## config.mk

```make
export PLATFORM = sky130hd
export DESIGN_NAME = flash_poll_ctrl
export DESIGN_NICKNAME = d
export VERILOG_FILES = /design/src/flash_poll_pkg.sv /design/src/flash_poll_ctrl.sv
export SDC_FILE = /design/constraint.sdc
export NUM_CORES = 1
export LEC_CHECK = 0
export BUFFER_PORTS_ARGS = -buffer_cell sky130_fd_sc_hd__buf_2
export CORE_MARGIN = 2
export CORE_UTILIZATION = 60
export CTS_BUF_LIST = sky130_fd_sc_hd__clkbuf_8
export DETAILED_ROUTE_END_ITERATION = 7
export PLACE_DENSITY_LB_ADDON = 0.05
export SLEW_MARGIN = 20
export SYNTH_ARGS = -nofsm -noshare
export SYNTH_HDL_FRONTEND = slang
export SYNTH_SLANG_ARGS = --single-unit
```

## constraint.sdc

```tcl
create_clock -name aclk -period 3.19 [get_ports aclk]
set_input_delay 0.1595 -clock aclk [delete_from_list [all_inputs] [get_ports aclk]]
set_output_delay 0.1595 -clock aclk [all_outputs]
set_load 0.02 [all_outputs]
```

## src/flash_poll_pkg.sv

```systemverilog
`default_nettype none
package flash_poll_pkg;
   // ======================================================
   // clock and pin timing
   localparam int CLK_PS      = 8000;
   localparam int T_ACC_NS    = 100;
   localparam int T_WE_NS     = 50;
   localparam int T_GAP_NS    = 30;
   localparam int ACC_CYC     = (T_ACC_NS * 1000 + CLK_PS - 1) / CLK_PS;
   localparam int WE_CYC      = (T_WE_NS * 1000 + CLK_PS - 1) / CLK_PS;
   localparam int GAP_CYC     = (T_GAP_NS * 1000 + CLK_PS - 1) / CLK_PS;
   localparam int SYNC_CYC    = 3;
   // ======================================================
   // register offsets
   localparam logic [7:0] OFF_CTRL   = 8'h00;
   localparam logic [7:0] OFF_ADDR   = 8'h04;
   localparam logic [7:0] OFF_WDATA  = 8'h08;
   localparam logic [7:0] OFF_STATUS = 8'h0c;
   localparam logic [7:0] OFF_ISTAT  = 8'h10;
   localparam logic [7:0] OFF_IMASK  = 8'h14;
   // ======================================================
   // field positions
   localparam int CTRL_GO     = 0;
   localparam int CTRL_OP_LO  = 1;
   localparam int CTRL_ABORT  = 3;
   localparam int CTRL_AUTORST = 4;
   localparam int BIT_POLARITY = 7;
   localparam int BIT_TOGGLE  = 6;
   localparam int BIT_FAIL    = 5;
   localparam int BIT_WINDOW  = 3;
   localparam int BIT_SECTOR  = 2;
   localparam int IRQ_W       = 4;
   localparam int IRQ_OK      = 0;
   localparam int IRQ_FAIL    = 1;
   localparam int IRQ_WIN     = 2;
   localparam int IRQ_CMD     = 3;
   localparam logic [1:0] RESP_OKAY   = 2'h0;
   localparam logic [1:0] RESP_SLVERR = 2'h2;
   // ======================================================
   // operations, results, states
   typedef enum logic [1:0] {
      OP_POLL = 2'h0, OP_WINDOW = 2'h1, OP_WRITE = 2'h2, OP_RESET = 2'h3
   } op_t;
   typedef enum logic [1:0] {
      RES_NONE = 2'h0, RES_OK = 2'h1, RES_FAIL = 2'h2, RES_ABORT = 2'h3
   } res_t;
   typedef enum logic [2:0] {
      ST_IDLE = 3'h0, ST_RD = 3'h1, ST_EVAL = 3'h3, ST_GAP = 3'h2,
      ST_WR_SET = 3'h6, ST_WR = 3'h7, ST_WR_END = 3'h5
   } state_t;
   typedef struct packed {
      logic        ce_n;
      logic        oe_n;
      logic        we_n;
      logic        dq_oe;
      logic [7:0]  dq_out;
   } flash_ctl_t;
endpackage : flash_poll_pkg
`default_nettype wire

```

## src/flash_poll_ctrl.sv

```systemverilog
`timescale 1ns/1ps
`default_nettype none
// What this block does
// - start polling with two reads, compare toggle
// - toggling with fail bit high: recheck toggle
// - still toggling after fail: failure, reset command
// - resumed polling restarts the two-read procedure
// - window check skippable if commands under 50 us
// - sample window bit before and after commands
// - status reads use a valid address
module flash_poll_ctrl #(
   parameter int         ADDR_W    = 21,
   parameter logic [7:0] RESET_CMD = 8'hf0
) (
   input  wire logic              aclk,
   input  wire logic              aresetn,
   input  wire logic [7:0]        s_axi_awaddr,
   input  wire logic              s_axi_awvalid,
   output var  logic              s_axi_awready,
   input  wire logic [31:0]       s_axi_wdata,
   input  wire logic [3:0]        s_axi_wstrb,
   input  wire logic              s_axi_wvalid,
   output var  logic              s_axi_wready,
   output var  logic [1:0]        s_axi_bresp,
   output var  logic              s_axi_bvalid,
   input  wire logic              s_axi_bready,
   input  wire logic [7:0]        s_axi_araddr,
   input  wire logic              s_axi_arvalid,
   output var  logic              s_axi_arready,
   output var  logic [31:0]       s_axi_rdata,
   output var  logic [1:0]        s_axi_rresp,
   output var  logic              s_axi_rvalid,
   input  wire logic              s_axi_rready,
   output var  logic [ADDR_W-1:0] flash_addr,
   output var  logic              flash_ce_n,
   output var  logic              flash_oe_n,
   output var  logic              flash_we_n,
   output var  logic [7:0]        low_data_byte_out,
   output var  logic              low_data_byte_oe,
   input  wire logic [7:0]        low_data_byte_in,
   input  wire logic              ready_busy_pin,
   output var  logic              irq
);
   typedef struct packed {
      flash_poll_pkg::state_t state;
      flash_poll_pkg::state_t after;
      flash_poll_pkg::op_t    op;
      flash_poll_pkg::res_t   result;
      flash_poll_pkg::flash_ctl_t fl;
      logic [ADDR_W-1:0]      fl_addr;
      logic [7:0]             cnt;
      logic [1:0]             nread;
      logic [7:0]             cur;
      logic [7:0]             prev;
      logic                   fail_hi;
      logic                   abort;
      logic                   sec_tog;
      logic                   win;
      logic [ADDR_W-1:0]      addr_reg;
      logic [7:0]             wdata_reg;
      logic                   auto_rst;
      logic [flash_poll_pkg::IRQ_W-1:0] istat;
      logic [flash_poll_pkg::IRQ_W-1:0] imask;
      logic [2:0][7:0]        dq_sync;
      logic [2:0]             rb_sync;
      logic                   rb;
      logic                   awready, wready, bvalid, arready, rvalid;
      logic                   aw_got, w_got;
      logic [7:0]             awaddr;
      logic [31:0]            wdata;
      logic [3:0]             wstrb;
      logic [1:0]             bresp, rresp;
      logic [31:0]            rdata;
      logic                   irq;
   } st_t;

   st_t s_ff, nxt_s;

   function automatic logic [31:0] merge(input logic [31:0] old, input logic [31:0] nw,
                                         input logic [3:0] strb);
      logic [31:0] r;
      r = old;
      for (int i = 0; i < 4; i++) begin
         if (strb[i]) begin
            r[i*8 +: 8] = nw[i*8 +: 8];
         end
      end
      return r;
   endfunction : merge

   function automatic logic [7:0] cyc(input int n);
      return 8'(n);
   endfunction : cyc

   logic ev_ok, ev_fail, ev_win, ev_cmd, go, toggled;
   logic [flash_poll_pkg::IRQ_W-1:0] iset;
   logic [31:0] status_word, wmerged;

   always_comb begin
      nxt_s   = s_ff;
      ev_ok   = 1'b0;
      ev_fail = 1'b0;
      ev_win  = 1'b0;
      ev_cmd  = 1'b0;
      go      = 1'b0;
      wmerged = 32'h0;
      toggled = s_ff.cur[flash_poll_pkg::BIT_TOGGLE] ^ s_ff.prev[flash_poll_pkg::BIT_TOGGLE];
      status_word = {16'h0, s_ff.cur, 2'h0, s_ff.rb, s_ff.sec_tog, s_ff.win,
                     s_ff.result, s_ff.state != flash_poll_pkg::ST_IDLE};
      // ======================================================
      // pin synchronisers
      nxt_s.dq_sync = {s_ff.dq_sync[1:0], low_data_byte_in};
      nxt_s.rb_sync = {s_ff.rb_sync[1:0], ready_busy_pin};
      // busy pin counts only once the last two stages agree
      if (s_ff.rb_sync[1] == s_ff.rb_sync[2]) begin
         nxt_s.rb = s_ff.rb_sync[2];
      end
      // ======================================================
      // register bus, write side
      if (s_ff.awready && s_axi_awvalid) begin
         nxt_s.awaddr  = s_axi_awaddr;
         nxt_s.aw_got  = 1'b1;
         nxt_s.awready = 1'b0;
      end
      if (s_ff.wready && s_axi_wvalid) begin
         nxt_s.wdata  = s_axi_wdata;
         nxt_s.wstrb  = s_axi_wstrb;
         nxt_s.w_got  = 1'b1;
         nxt_s.wready = 1'b0;
      end
      if (s_ff.aw_got && s_ff.w_got && !s_ff.bvalid) begin
         nxt_s.bvalid = 1'b1;
         nxt_s.bresp  = flash_poll_pkg::RESP_OKAY;
         case (s_ff.awaddr)
            flash_poll_pkg::OFF_CTRL: begin
               wmerged = merge(32'h0, s_ff.wdata, s_ff.wstrb);
               if (s_ff.wstrb[0]) begin
                  nxt_s.auto_rst = wmerged[flash_poll_pkg::CTRL_AUTORST];
                  // abort lets software leave the poll loop for other work
                  if (wmerged[flash_poll_pkg::CTRL_ABORT]) begin
                     nxt_s.abort = 1'b1;
                  end
                  go = wmerged[flash_poll_pkg::CTRL_GO];
               end
            end
            flash_poll_pkg::OFF_ADDR: begin
               wmerged = merge(32'(s_ff.addr_reg), s_ff.wdata, s_ff.wstrb);
               nxt_s.addr_reg = wmerged[ADDR_W-1:0];
            end
            flash_poll_pkg::OFF_WDATA: begin
               wmerged = merge(32'(s_ff.wdata_reg), s_ff.wdata, s_ff.wstrb);
               nxt_s.wdata_reg = wmerged[7:0];
            end
            flash_poll_pkg::OFF_ISTAT: begin
               if (s_ff.wstrb[0]) begin
                  nxt_s.istat = s_ff.istat & ~s_ff.wdata[flash_poll_pkg::IRQ_W-1:0];
               end
            end
            flash_poll_pkg::OFF_IMASK: begin
               wmerged = merge(32'(s_ff.imask), s_ff.wdata, s_ff.wstrb);
               nxt_s.imask = wmerged[flash_poll_pkg::IRQ_W-1:0];
            end
            flash_poll_pkg::OFF_STATUS: ;
            default: nxt_s.bresp = flash_poll_pkg::RESP_SLVERR;
         endcase
      end
      if (s_ff.bvalid && s_axi_bready) begin
         nxt_s.bvalid  = 1'b0;
         nxt_s.aw_got  = 1'b0;
         nxt_s.w_got   = 1'b0;
         nxt_s.awready = 1'b1;
         nxt_s.wready  = 1'b1;
      end
      // ======================================================
      // register bus, read side
      if (s_ff.arready && s_axi_arvalid) begin
         nxt_s.arready = 1'b0;
         nxt_s.rvalid  = 1'b1;
         nxt_s.rresp   = flash_poll_pkg::RESP_OKAY;
         case (s_axi_araddr)
            flash_poll_pkg::OFF_CTRL:   nxt_s.rdata = 32'(s_ff.auto_rst) <<
                                                      flash_poll_pkg::CTRL_AUTORST;
            flash_poll_pkg::OFF_ADDR:   nxt_s.rdata = 32'(s_ff.addr_reg);
            flash_poll_pkg::OFF_WDATA:  nxt_s.rdata = 32'(s_ff.wdata_reg);
            flash_poll_pkg::OFF_STATUS: nxt_s.rdata = status_word;
            flash_poll_pkg::OFF_ISTAT:  nxt_s.rdata = 32'(s_ff.istat);
            flash_poll_pkg::OFF_IMASK:  nxt_s.rdata = 32'(s_ff.imask);
            default: begin
               nxt_s.rdata = 32'h0;
               nxt_s.rresp = flash_poll_pkg::RESP_SLVERR;
            end
         endcase
      end
      if (s_ff.rvalid && s_axi_rready) begin
         nxt_s.rvalid  = 1'b0;
         nxt_s.arready = 1'b1;
      end
      // ======================================================
      // flash cycle sequencer
      nxt_s.cnt = s_ff.cnt + 8'h1;
      case (s_ff.state)
         flash_poll_pkg::ST_IDLE: begin
            nxt_s.cnt = 8'h0;
            if (go) begin
               nxt_s.op      = flash_poll_pkg::op_t'(wmerged[flash_poll_pkg::CTRL_OP_LO +: 2]);
               nxt_s.nread   = 2'h0;
               nxt_s.fail_hi = 1'b0;
               nxt_s.abort   = 1'b0;
               nxt_s.sec_tog = 1'b0;
               nxt_s.result  = flash_poll_pkg::RES_NONE;
               nxt_s.fl_addr = s_ff.addr_reg;
               nxt_s.fl.ce_n = 1'b0;
               if (nxt_s.op == flash_poll_pkg::OP_POLL || nxt_s.op == flash_poll_pkg::OP_WINDOW) begin
                  nxt_s.fl.oe_n = 1'b0;
                  nxt_s.state   = flash_poll_pkg::ST_RD;
               end else begin
                  nxt_s.fl.dq_oe  = 1'b1;
                  nxt_s.fl.dq_out = (nxt_s.op == flash_poll_pkg::OP_RESET) ? RESET_CMD
                                                                           : s_ff.wdata_reg;
                  nxt_s.state     = flash_poll_pkg::ST_WR_SET;
               end
            end
         end
         flash_poll_pkg::ST_RD: begin
            // wait out access time plus the synchroniser, then take a settled byte
            if (s_ff.cnt >= cyc(flash_poll_pkg::ACC_CYC + flash_poll_pkg::SYNC_CYC) &&
                s_ff.dq_sync[1] == s_ff.dq_sync[2]) begin
               nxt_s.prev    = s_ff.cur;
               nxt_s.cur     = s_ff.dq_sync[2];
               nxt_s.nread   = (s_ff.nread == 2'h3) ? 2'h3 : s_ff.nread + 2'h1;
               nxt_s.fl.oe_n = 1'b1;
               nxt_s.fl.ce_n = 1'b1;
               nxt_s.state   = flash_poll_pkg::ST_EVAL;
            end
         end
         flash_poll_pkg::ST_EVAL: begin
            nxt_s.cnt   = 8'h0;
            nxt_s.state = flash_poll_pkg::ST_GAP;
            nxt_s.after = flash_poll_pkg::ST_IDLE;
            if (s_ff.op == flash_poll_pkg::OP_WINDOW) begin
               nxt_s.win    = s_ff.cur[flash_poll_pkg::BIT_WINDOW];
               nxt_s.result = flash_poll_pkg::RES_OK;
               ev_win       = 1'b1;
            end else if (s_ff.nread < 2'h2) begin
               nxt_s.after = flash_poll_pkg::ST_RD;
            end else begin
               if (s_ff.cur[flash_poll_pkg::BIT_SECTOR] ^ s_ff.prev[flash_poll_pkg::BIT_SECTOR]) begin
                  nxt_s.sec_tog = 1'b1;
               end
               if (!toggled) begin
                  nxt_s.result = flash_poll_pkg::RES_OK;
                  ev_ok        = 1'b1;
               end else if (s_ff.fail_hi) begin
                  nxt_s.result = flash_poll_pkg::RES_FAIL;
                  ev_fail      = 1'b1;
                  if (s_ff.auto_rst) begin
                     nxt_s.after = flash_poll_pkg::ST_WR_SET;
                     nxt_s.op    = flash_poll_pkg::OP_RESET;
                  end
               end else if (s_ff.cur[flash_poll_pkg::BIT_FAIL]) begin
                  nxt_s.fail_hi = 1'b1;
                  nxt_s.after   = flash_poll_pkg::ST_RD;
               end else if (s_ff.abort) begin
                  nxt_s.result = flash_poll_pkg::RES_ABORT;
               end else begin
                  nxt_s.after = flash_poll_pkg::ST_RD;
               end
            end
         end
         flash_poll_pkg::ST_GAP: begin
            if (s_ff.cnt >= cyc(flash_poll_pkg::GAP_CYC)) begin
               nxt_s.state = s_ff.after;
               nxt_s.cnt   = 8'h0;
               if (s_ff.after == flash_poll_pkg::ST_RD) begin
                  nxt_s.fl.ce_n = 1'b0;
                  nxt_s.fl.oe_n = 1'b0;
               end else if (s_ff.after == flash_poll_pkg::ST_WR_SET) begin
                  nxt_s.fl.ce_n   = 1'b0;
                  nxt_s.fl.dq_oe  = 1'b1;
                  nxt_s.fl.dq_out = RESET_CMD;
               end
            end
         end
         flash_poll_pkg::ST_WR_SET: begin
            nxt_s.fl.we_n = 1'b0;
            nxt_s.cnt     = 8'h0;
            nxt_s.state   = flash_poll_pkg::ST_WR;
         end
         flash_poll_pkg::ST_WR: begin
            if (s_ff.cnt >= cyc(flash_poll_pkg::WE_CYC - 1)) begin
               nxt_s.fl.we_n = 1'b1;
               nxt_s.state   = flash_poll_pkg::ST_WR_END;
            end
         end
         flash_poll_pkg::ST_WR_END: begin
            // data held one cycle past the rising write strobe
            nxt_s.fl.ce_n  = 1'b1;
            nxt_s.fl.dq_oe = 1'b0;
            ev_cmd         = 1'b1;
            nxt_s.cnt      = 8'h0;
            nxt_s.after    = flash_poll_pkg::ST_IDLE;
            nxt_s.state    = flash_poll_pkg::ST_GAP;
         end
         default: nxt_s.state = flash_poll_pkg::ST_IDLE;
      endcase
      // ======================================================
      // interrupts: hardware set beats software clear
      iset = '0;
      iset[flash_poll_pkg::IRQ_OK]   = ev_ok;
      iset[flash_poll_pkg::IRQ_FAIL] = ev_fail;
      iset[flash_poll_pkg::IRQ_WIN]  = ev_win && s_ff.cur[flash_poll_pkg::BIT_WINDOW];
      iset[flash_poll_pkg::IRQ_CMD]  = ev_cmd;
      nxt_s.istat = nxt_s.istat | iset;
      nxt_s.irq   = |(nxt_s.istat & nxt_s.imask);
   end

   always_ff @(posedge aclk) begin
      if (!aresetn) begin
         s_ff         <= '0;
         s_ff.state   <= flash_poll_pkg::ST_IDLE;
         s_ff.after   <= flash_poll_pkg::ST_IDLE;
         s_ff.fl.ce_n <= 1'b1;
         s_ff.fl.oe_n <= 1'b1;
         s_ff.fl.we_n <= 1'b1;
         s_ff.awready <= 1'b1;
         s_ff.wready  <= 1'b1;
         s_ff.arready <= 1'b1;
      end else begin
         s_ff <= nxt_s;
      end
   end

   assign s_axi_awready     = s_ff.awready;
   assign s_axi_wready      = s_ff.wready;
   assign s_axi_bvalid      = s_ff.bvalid;
   assign s_axi_bresp       = s_ff.bresp;
   assign s_axi_arready     = s_ff.arready;
   assign s_axi_rvalid      = s_ff.rvalid;
   assign s_axi_rdata       = s_ff.rdata;
   assign s_axi_rresp       = s_ff.rresp;
   assign flash_addr        = s_ff.fl_addr;
   assign flash_ce_n        = s_ff.fl.ce_n;
   assign flash_oe_n        = s_ff.fl.oe_n;
   assign flash_we_n        = s_ff.fl.we_n;
   assign low_data_byte_out = s_ff.fl.dq_out;
   assign low_data_byte_oe  = s_ff.fl.dq_oe;
   assign irq               = s_ff.irq;
endmodule : flash_poll_ctrl
`default_nettype wire

```

* Word-level counts from Yosys, hierarchy flattened *
Index checks and enable logic that the tools add are counted.

storage, ports and cells
  flip-flop bits (word level) = 216
  bits in latches = 0
  bits in writable memories = 0
  ROM bits = 0
  input port bits = 68
  output and inout bits = 75
  logic and storage cells = 246
  memories = 0

operators by class
  add/subtract/negate cells = 2
  multipliers = 0
  divide/modulo/power cells = 0
  $lt $le $gt $ge = 4
  equality and inequality tests = 43
  shift-type cells = 0
  muxes and demuxes = 100
  bitwise operators = 7
  reductions and logical operators = 48

operators by type and width
  cell                                                  number
  one-hot mux 21 bit (6 select lines)                   1
  two-way mux 5 bit                                     12
  two-way mux 8 bit                                     6
  two-way mux 9 bit                                     4
  two-way mux 1 bit                                     34
  == test 8 x 4 -> 1 bit (second input constant)        4
  == test 8 x 5 -> 1 bit (second input constant)        4
  one-hot mux 8 bit (2 select lines)                    2
  two-way mux 3 bit                                     10
  two-way mux 30 bit                                    1
  != test 2 bit (second input constant)                 15
  two-way mux 2 bit                                     12
  two-way mux 4 bit                                     5
  AND reduction 5 bit                                   4
  two-way mux 18 bit                                    1
  one-hot mux 3 bit (6 select lines)                    1
  AND reduction 6 bit                                   3
  == test 8 x 3 -> 1 bit (second input constant)        2
  >= comparator 8 x 3 -> 1 bit (second input constant)  2
  logical NOT 8 bit                                     2
  == test 3 bit (second input constant)                 4
  one-hot mux 3 bit (4 select lines)                    1
  AND reduction 2 bit                                   6
  OR reduction 6 bit                                    2
  other kinds (37)                                      66

* Depth between registers and ports, before layout *
  word-level depth = 11
  mapped depth = 9
  depth with buffers taken out = 6

* Worst setup path before layout *
Ideal clock, no wire load.

  path kind = reg-to-reg
  start = reg s_ff[78] (netlist bit)
  end = reg s_ff (netlist bit irq)
  library setup time = 0.115 ns
  arrival = 1.877 ns
  required time = 3.075 ns
  slack = 1.199 ns
  cell stages (with the launch flop) = 7
  buffers on the path = 0
  clock period less this slack = 1.991 ns
  path through = dfxtp_1 or3_4 or2_1 nor3_2 mux2i_1 o22ai_1 o21a_1

on the way
  cells in the longest elaborated chain, start to end = 6
  elaborated cells between the ends (all ways) = 8
  classes of those cells = 2 x eq/ne; 3 x mux; 2 x bitwise; 1 x reduce/logical

ends and longest elaborated chain
  what                    line                    RTL
  start, declared         flash_poll_ctrl.sv:77   st_t s_ff, nxt_s;
  start signal, assigned  flash_poll_ctrl.sv:329  s_ff <= nxt_s;
  == test 8 x 5 -> 1 bit  flash_poll_ctrl.sv:134  case (s_ff.awaddr)
  two-way mux 4 bit       flash_poll_ctrl.sv:134
  two-way mux 8 bit (*)   flash_poll_ctrl.sv:131  if (s_ff.aw_got && s_ff.w_got && !s_ff.bvalid) begin
  bitwise OR 4 bit        flash_poll_ctrl.sv:313  nxt_s.istat = nxt_s.istat | iset;
  bitwise AND 4 bit (*)   flash_poll_ctrl.sv:314  nxt_s.irq = |(nxt_s.istat & nxt_s.imask);
  OR reduction 4 bit (*)  flash_poll_ctrl.sv:314

Mark *: on every way between the ends. The rest lies on a longest branch, timed or not.
A chain may end at the register's enable or synchronous reset.

* Final worst setup path *
  start = reg s_ff[37] (netlist bit)
  end = reg s_ff[174] (netlist bit)

on the way
  cells in the longest elaborated chain, start to end = 8

ends and longest elaborated chain
  what                               line                    RTL
  two-way mux 5 bit                  flash_poll_ctrl.sv:84   if (strb[i]) begin
  two-way mux 5 bit                  flash_poll_ctrl.sv:134
  two-way mux 5 bit                  flash_poll_ctrl.sv:131
  two-way mux 1 bit (*)              flash_poll_ctrl.sv:137  if (s_ff.wstrb[0]) begin
  two-way mux 1 bit (*)              flash_poll_ctrl.sv:134
  two-way mux 1 bit (*)              flash_poll_ctrl.sv:131
  != test 2 bit (no line) (*)        -
  AND reduction 3 bit (no line) (*)  -

Mark *: on every way between the ends. The rest lies on a longest branch, timed or not. The select of a mux whose other input is x is not followed.

==> run_summary.xml <==
<?xml version="1.0" encoding="UTF-8"?>
<metrics>
  <group name="global_routing">
    <metric name="antenna_violations_before_repair" unit="">0</metric>
    <metric name="grt_overflow_total" unit="">0</metric>
    <metric name="largest_net_degree_at_the_start_of_global_routing" unit="">58</metric>
    <metric name="grt_pass1_vias" unit="">6101</metric>
    <metric name="grt.total_usage" unit="">0.2552</metric>
    <metric name="wire_length_of_the_first_global_routing_pass" unit="um">30220</metric>
  </group>
  <group name="layout">
    <metric name="antennaDiodeCount" unit="">0</metric>
    <metric name="finalNetCount" unit="">1130</metric>
    <metric name="layout.cells.most_common" unit="">dfxtp_1</metric>
    <metric name="layout.cells.most_common_list" unit="">dfxtp_1, nand2_1, buf_2</metric>
    <metric name="final_core_utilization" unit="">0.6964</metric>
    <metric name="post-route-cell-area" unit="sq um">9704</metric>
    <metric name="final_layout_size_suffix_gt1_frac" unit="">0.1625</metric>
    <metric name="syn_to_final_growth" unit="%">12.95</metric>
  </group>
  <group name="critical_path">
    <metric name="critPathCapture" unit="">s_ff[174]</metric>
    <metric name="worst_r2r_path_depth" unit="">5</metric>
    <metric name="worstSetupStartpointType" unit="">flop</metric>
    <metric name="worstPathArrival" unit="ns">2.94</metric>
    <metric name="critPathSlowestCell" unit="">or2_2</metric>
    <metric name="end_kind" unit="">flop</metric>
    <metric name="timing.critical_path.cells" unit="">nand4b_2 -&gt; nand4bb_1 -&gt; or2_2 -&gt; and3_1 -&gt; o21a_1</metric>
    <metric name="critical_path.reg2reg.endpoint" unit="">s_ff[174]</metric>
    <metric name="r2r_slack" unit="ns">0.61</metric>
    <metric name="worstSetupPathType" unit="">reg2reg</metric>
    <metric name="cp-startpoint" unit="">s_ff[37]</metric>
    <metric name="cp_slowest_stage_delay" unit="ns">0.65</metric>
    <metric name="cp.required" unit="ns">3.54</metric>
    <metric name="worst-path-max-fanout" unit="">23</metric>
    <metric name="worst_r2r_startpoint" unit="">s_ff[37]</metric>
  </group>
  <group name="clock_network">
    <metric name="clk_pin_slew" unit="ns">0.09</metric>
    <metric name="clk_latency" unit="ns">0.46</metric>
    <metric name="cts_root_buf" unit="">clkbuf_8</metric>
    <metric name="ctsLongestPathBuffers" unit="">2</metric>
    <metric name="cts_inserted_buffers" unit="">17</metric>
    <metric name="cts_htree_levels" unit="">4</metric>
    <metric name="clock_sink_count" unit="">195</metric>
    <metric name="tritoncts_clock_tree" unit="">yes</metric>
    <metric name="postCtsSetupBuffers" unit="">0</metric>
  </group>
  <group name="yosys">
    <metric name="post_synthesis_mux_area_share" unit="">0.05519</metric>
    <metric name="combinational_family_with_the_most_area_after_synthesis" unit="">simple AND/OR/NAND/NOR gates</metric>
    <metric name="post-synth-top-area-fraction" unit="">0.4543</metric>
    <metric name="post_synth_instance_area" unit="sq um">8592</metric>
    <metric name="ys_top_cells_by_area" unit="">dfxtp_1, nand2_1, a21boi_0, buf_4, mux2i_1</metric>
    <metric name="synth_async_sr_flop_share" unit="">0</metric>
    <metric name="seq_cells_post_synth" unit="">195</metric>
    <metric name="netlist.top_cell.by_area" unit="">dfxtp_1</metric>
    <metric name="yosysWarningCount" unit="">0</metric>
    <metric name="synth-main-ff-cell" unit="">dfxtp_1</metric>
    <metric name="syn-instance-count" unit="">971</metric>
    <metric name="synth-compound-area-share" unit="">0.1469</metric>
    <metric name="synth.distinct_cells" unit="">65</metric>
    <metric name="area_share_of_fa_ha_maj_cells_after_synthesis" unit="">0.005825</metric>
    <metric name="seq_area_frac_synth" unit="">0.4543</metric>
    <metric name="post_synth_edffs" unit="">0</metric>
    <metric name="synth_xor_xnor_area_share" unit="">0.01631</metric>
    <metric name="synth_simple_gate_area_share" unit="">0.2317</metric>
    <metric name="syn_avg_cell_area" unit="sq um">8.849</metric>
  </group>
  <group name="floorplanning">
    <metric name="placementRows" unit="">43</metric>
    <metric name="io_pins" unit="">143</metric>
    <metric name="initial_core_utilization" unit="">0.6166</metric>
    <metric name="design.core.area" unit="sq um">13930</metric>
    <metric name="die_w" unit="um">123.7</metric>
    <metric name="die_height" unit="um">123.7</metric>
    <metric name="area_of_the_die" unit="sq um">15290</metric>
  </group>
  <group name="timing">
    <metric name="final.min_clock_period" unit="ns">2.584</metric>
    <metric name="timing.final.setup_violations" unit="">0</metric>
    <metric name="final.setup.tns" unit="ns">0</metric>
    <metric name="maxSlewViolCount" unit="">0</metric>
    <metric name="slew-limit-headroom" unit="">0.3724</metric>
    <metric name="max_freq" unit="GHz">0.3869</metric>
    <metric name="post-route-period-util" unit="">0.8102</metric>
    <metric name="rsz_0062_raised_after_global_routing" unit="">no</metric>
    <metric name="report.final.hold_viol_count" unit="">0</metric>
    <metric name="worst_hold_slack_across_all_endpoints" unit="ns">0.04847</metric>
    <metric name="skew" unit="ns">0.01281</metric>
    <metric name="worst_slew_pin_slew" unit="ns">0.9414</metric>
  </group>
  <group name="routing">
    <metric name="antenna_violating_nets_post_route" unit="">0</metric>
    <metric name="starting_drc_count_in_detailed_routing" unit="">421</metric>
    <metric name="drt-total-wl" unit="um">18790</metric>
    <metric name="drc_errors" unit="">0</metric>
    <metric name="wl_per_cell" unit="um">15.02</metric>
    <metric name="vias" unit="">6615</metric>
    <metric name="drt_first_pass_iters" unit="">5</metric>
    <metric name="drt-vias-per-instance" unit="">5.288</metric>
  </group>
  <group name="power">
    <metric name="ir_drop_worst_case_vdd" unit="V">0.0002954</metric>
    <metric name="power.static_leakage" unit="nW">3.851</metric>
    <metric name="p_total" unit="mW">4.507</metric>
    <metric name="pwr_cell_area" unit="nW/um^2">464.4</metric>
  </group>
  <group name="min_path">
    <metric name="hold_path.class" unit="">in2reg</metric>
    <metric name="min-delay-start" unit="">s_axi_bready</metric>
  </group>
  <group name="job">
    <metric name="timing.max_cap.violations" unit="">0</metric>
  </group>
  <group name="placement">
    <metric name="io_buffer_count" unit="">117</metric>
    <metric name="placed_area" unit="sq um">8826</metric>
    <metric name="gp_congestion" unit="">0.8430</metric>
    <metric name="dpl.hpwl" unit="um">13030</metric>
  </group>
  <group name="outcome">
    <metric name="run_status" unit="">complete, no violations</metric>
  </group>
</metrics>
[cells in the mapped netlist, types with 4 or more instances]
cell,n
buf_2,7
a21oi_1,14
o21a_1,7
nand4_1,5
xnor2_1,9
ha_1,4
a211oi_1,4
xor2_1,7
mux2i_1,44
nor3_1,9
nand3_1,42
o21ai_0,28
dfxtp_1,195
and2_1,45
clkbuf_1,39
o22ai_1,7
inv_1,15
a22oi_1,10
nand2_1,181
a21boi_0,82
nor2_1,35
buf_4,69
o221a_1,4
nand2b_1,7
nor2b_1,41
and3_1,6
[worst min path at each step]
stage                                to  cells past startpoint
after floorplan            s_axi_wready                      1
after global placement       nxt_s[102]                      2
after detailed placement     nxt_s[103]                      2
after CTS                 s_axi_awready                      3
after global routing       s_axi_wready                      3
final                     s_axi_awready                      3
[per-layer routing]
| metal | up-vias | share of wire | GRT usage |
|---|---|---|---|
| met1 | 3056 | 0.46 | 0.3376 |
| met4 | 0 | 0.017 | 0.08168 |
| met3 | 24 | 0.050 | 0.04945 |
| met5 | - | 0 | 0 |
| li1 | 3366 | - | - |
| met2 | 169 | 0.48 | 0.4214 |
[power by group]
part / internal, mW / leakage [nW] / switching [mW]
clock: 0.840 / 0.213 / 0.849
sequential: 2.48 / 1.58 / 0.0418
combinational: 0.142 / 2.06 / 0.156
total: 3.46 / 3.85 / 1.05
[sequential cells by signal (all words and copies together), names as in the netlist, named ones only]
name / cells
flash_addr: 21
flash_ce_n: 1
flash_oe_n: 1
flash_we_n: 1
irq: 1
low_data_byte_oe: 1
low_data_byte_out: 8
nxt_s: 18
s_axi_arready: 1
s_axi_awready: 1
s_axi_bresp: 1
s_axi_bvalid: 1
s_axi_rdata: 21
s_axi_rresp: 1
s_axi_rvalid: 1
s_axi_wready: 1
s_ff: 113
[per-stage QoR]
step,std cells,setup slack (ns)
after detailed placement,1174,0.6381
after global placement,1174,0.6324
after floorplan,983,1.199
after global routing,1251,0.4814
after CTS,1251,0.6068
final,1251,0.6056
[what timing repair did]
action	4_1_cts	5_1_grt
resized for setup	0	0
hold buffers	45	0
endpoints found under the hold margin	45	0
[worst max-delay path, delay by kind of cell (launching register included)]
family,cells,cell delay (ns)
and+or+nand+nor,4,1.75
DFF,1,0.55
AOI/OAI and AO/OA,1,0.17
[area by class of cell]
| type | count | area (sq um) |
|---|---|---|
| clock inverters | 12 | 152.6 |
| clock buffers | 20 | 275.3 |
| flip-flops and latches | 195 | 3904 |
| fillers | 1199 | 4230 |
| multi-input cells | 655 | 3966 |
| inverters | 16 | 60.06 |
| repair buffers | 173 | 1121 |
| well taps | 180 | 225.2 |
[logic make-up after synthesis]
logic type | Yosys count
simple gates | 398
xor+xnor | 16
fa+ha+maj | 4
other cells | 1
buf+inv | 133
flops | 195
compound gates | 178
mux | 46
Power figures use the tool's default switching activity.
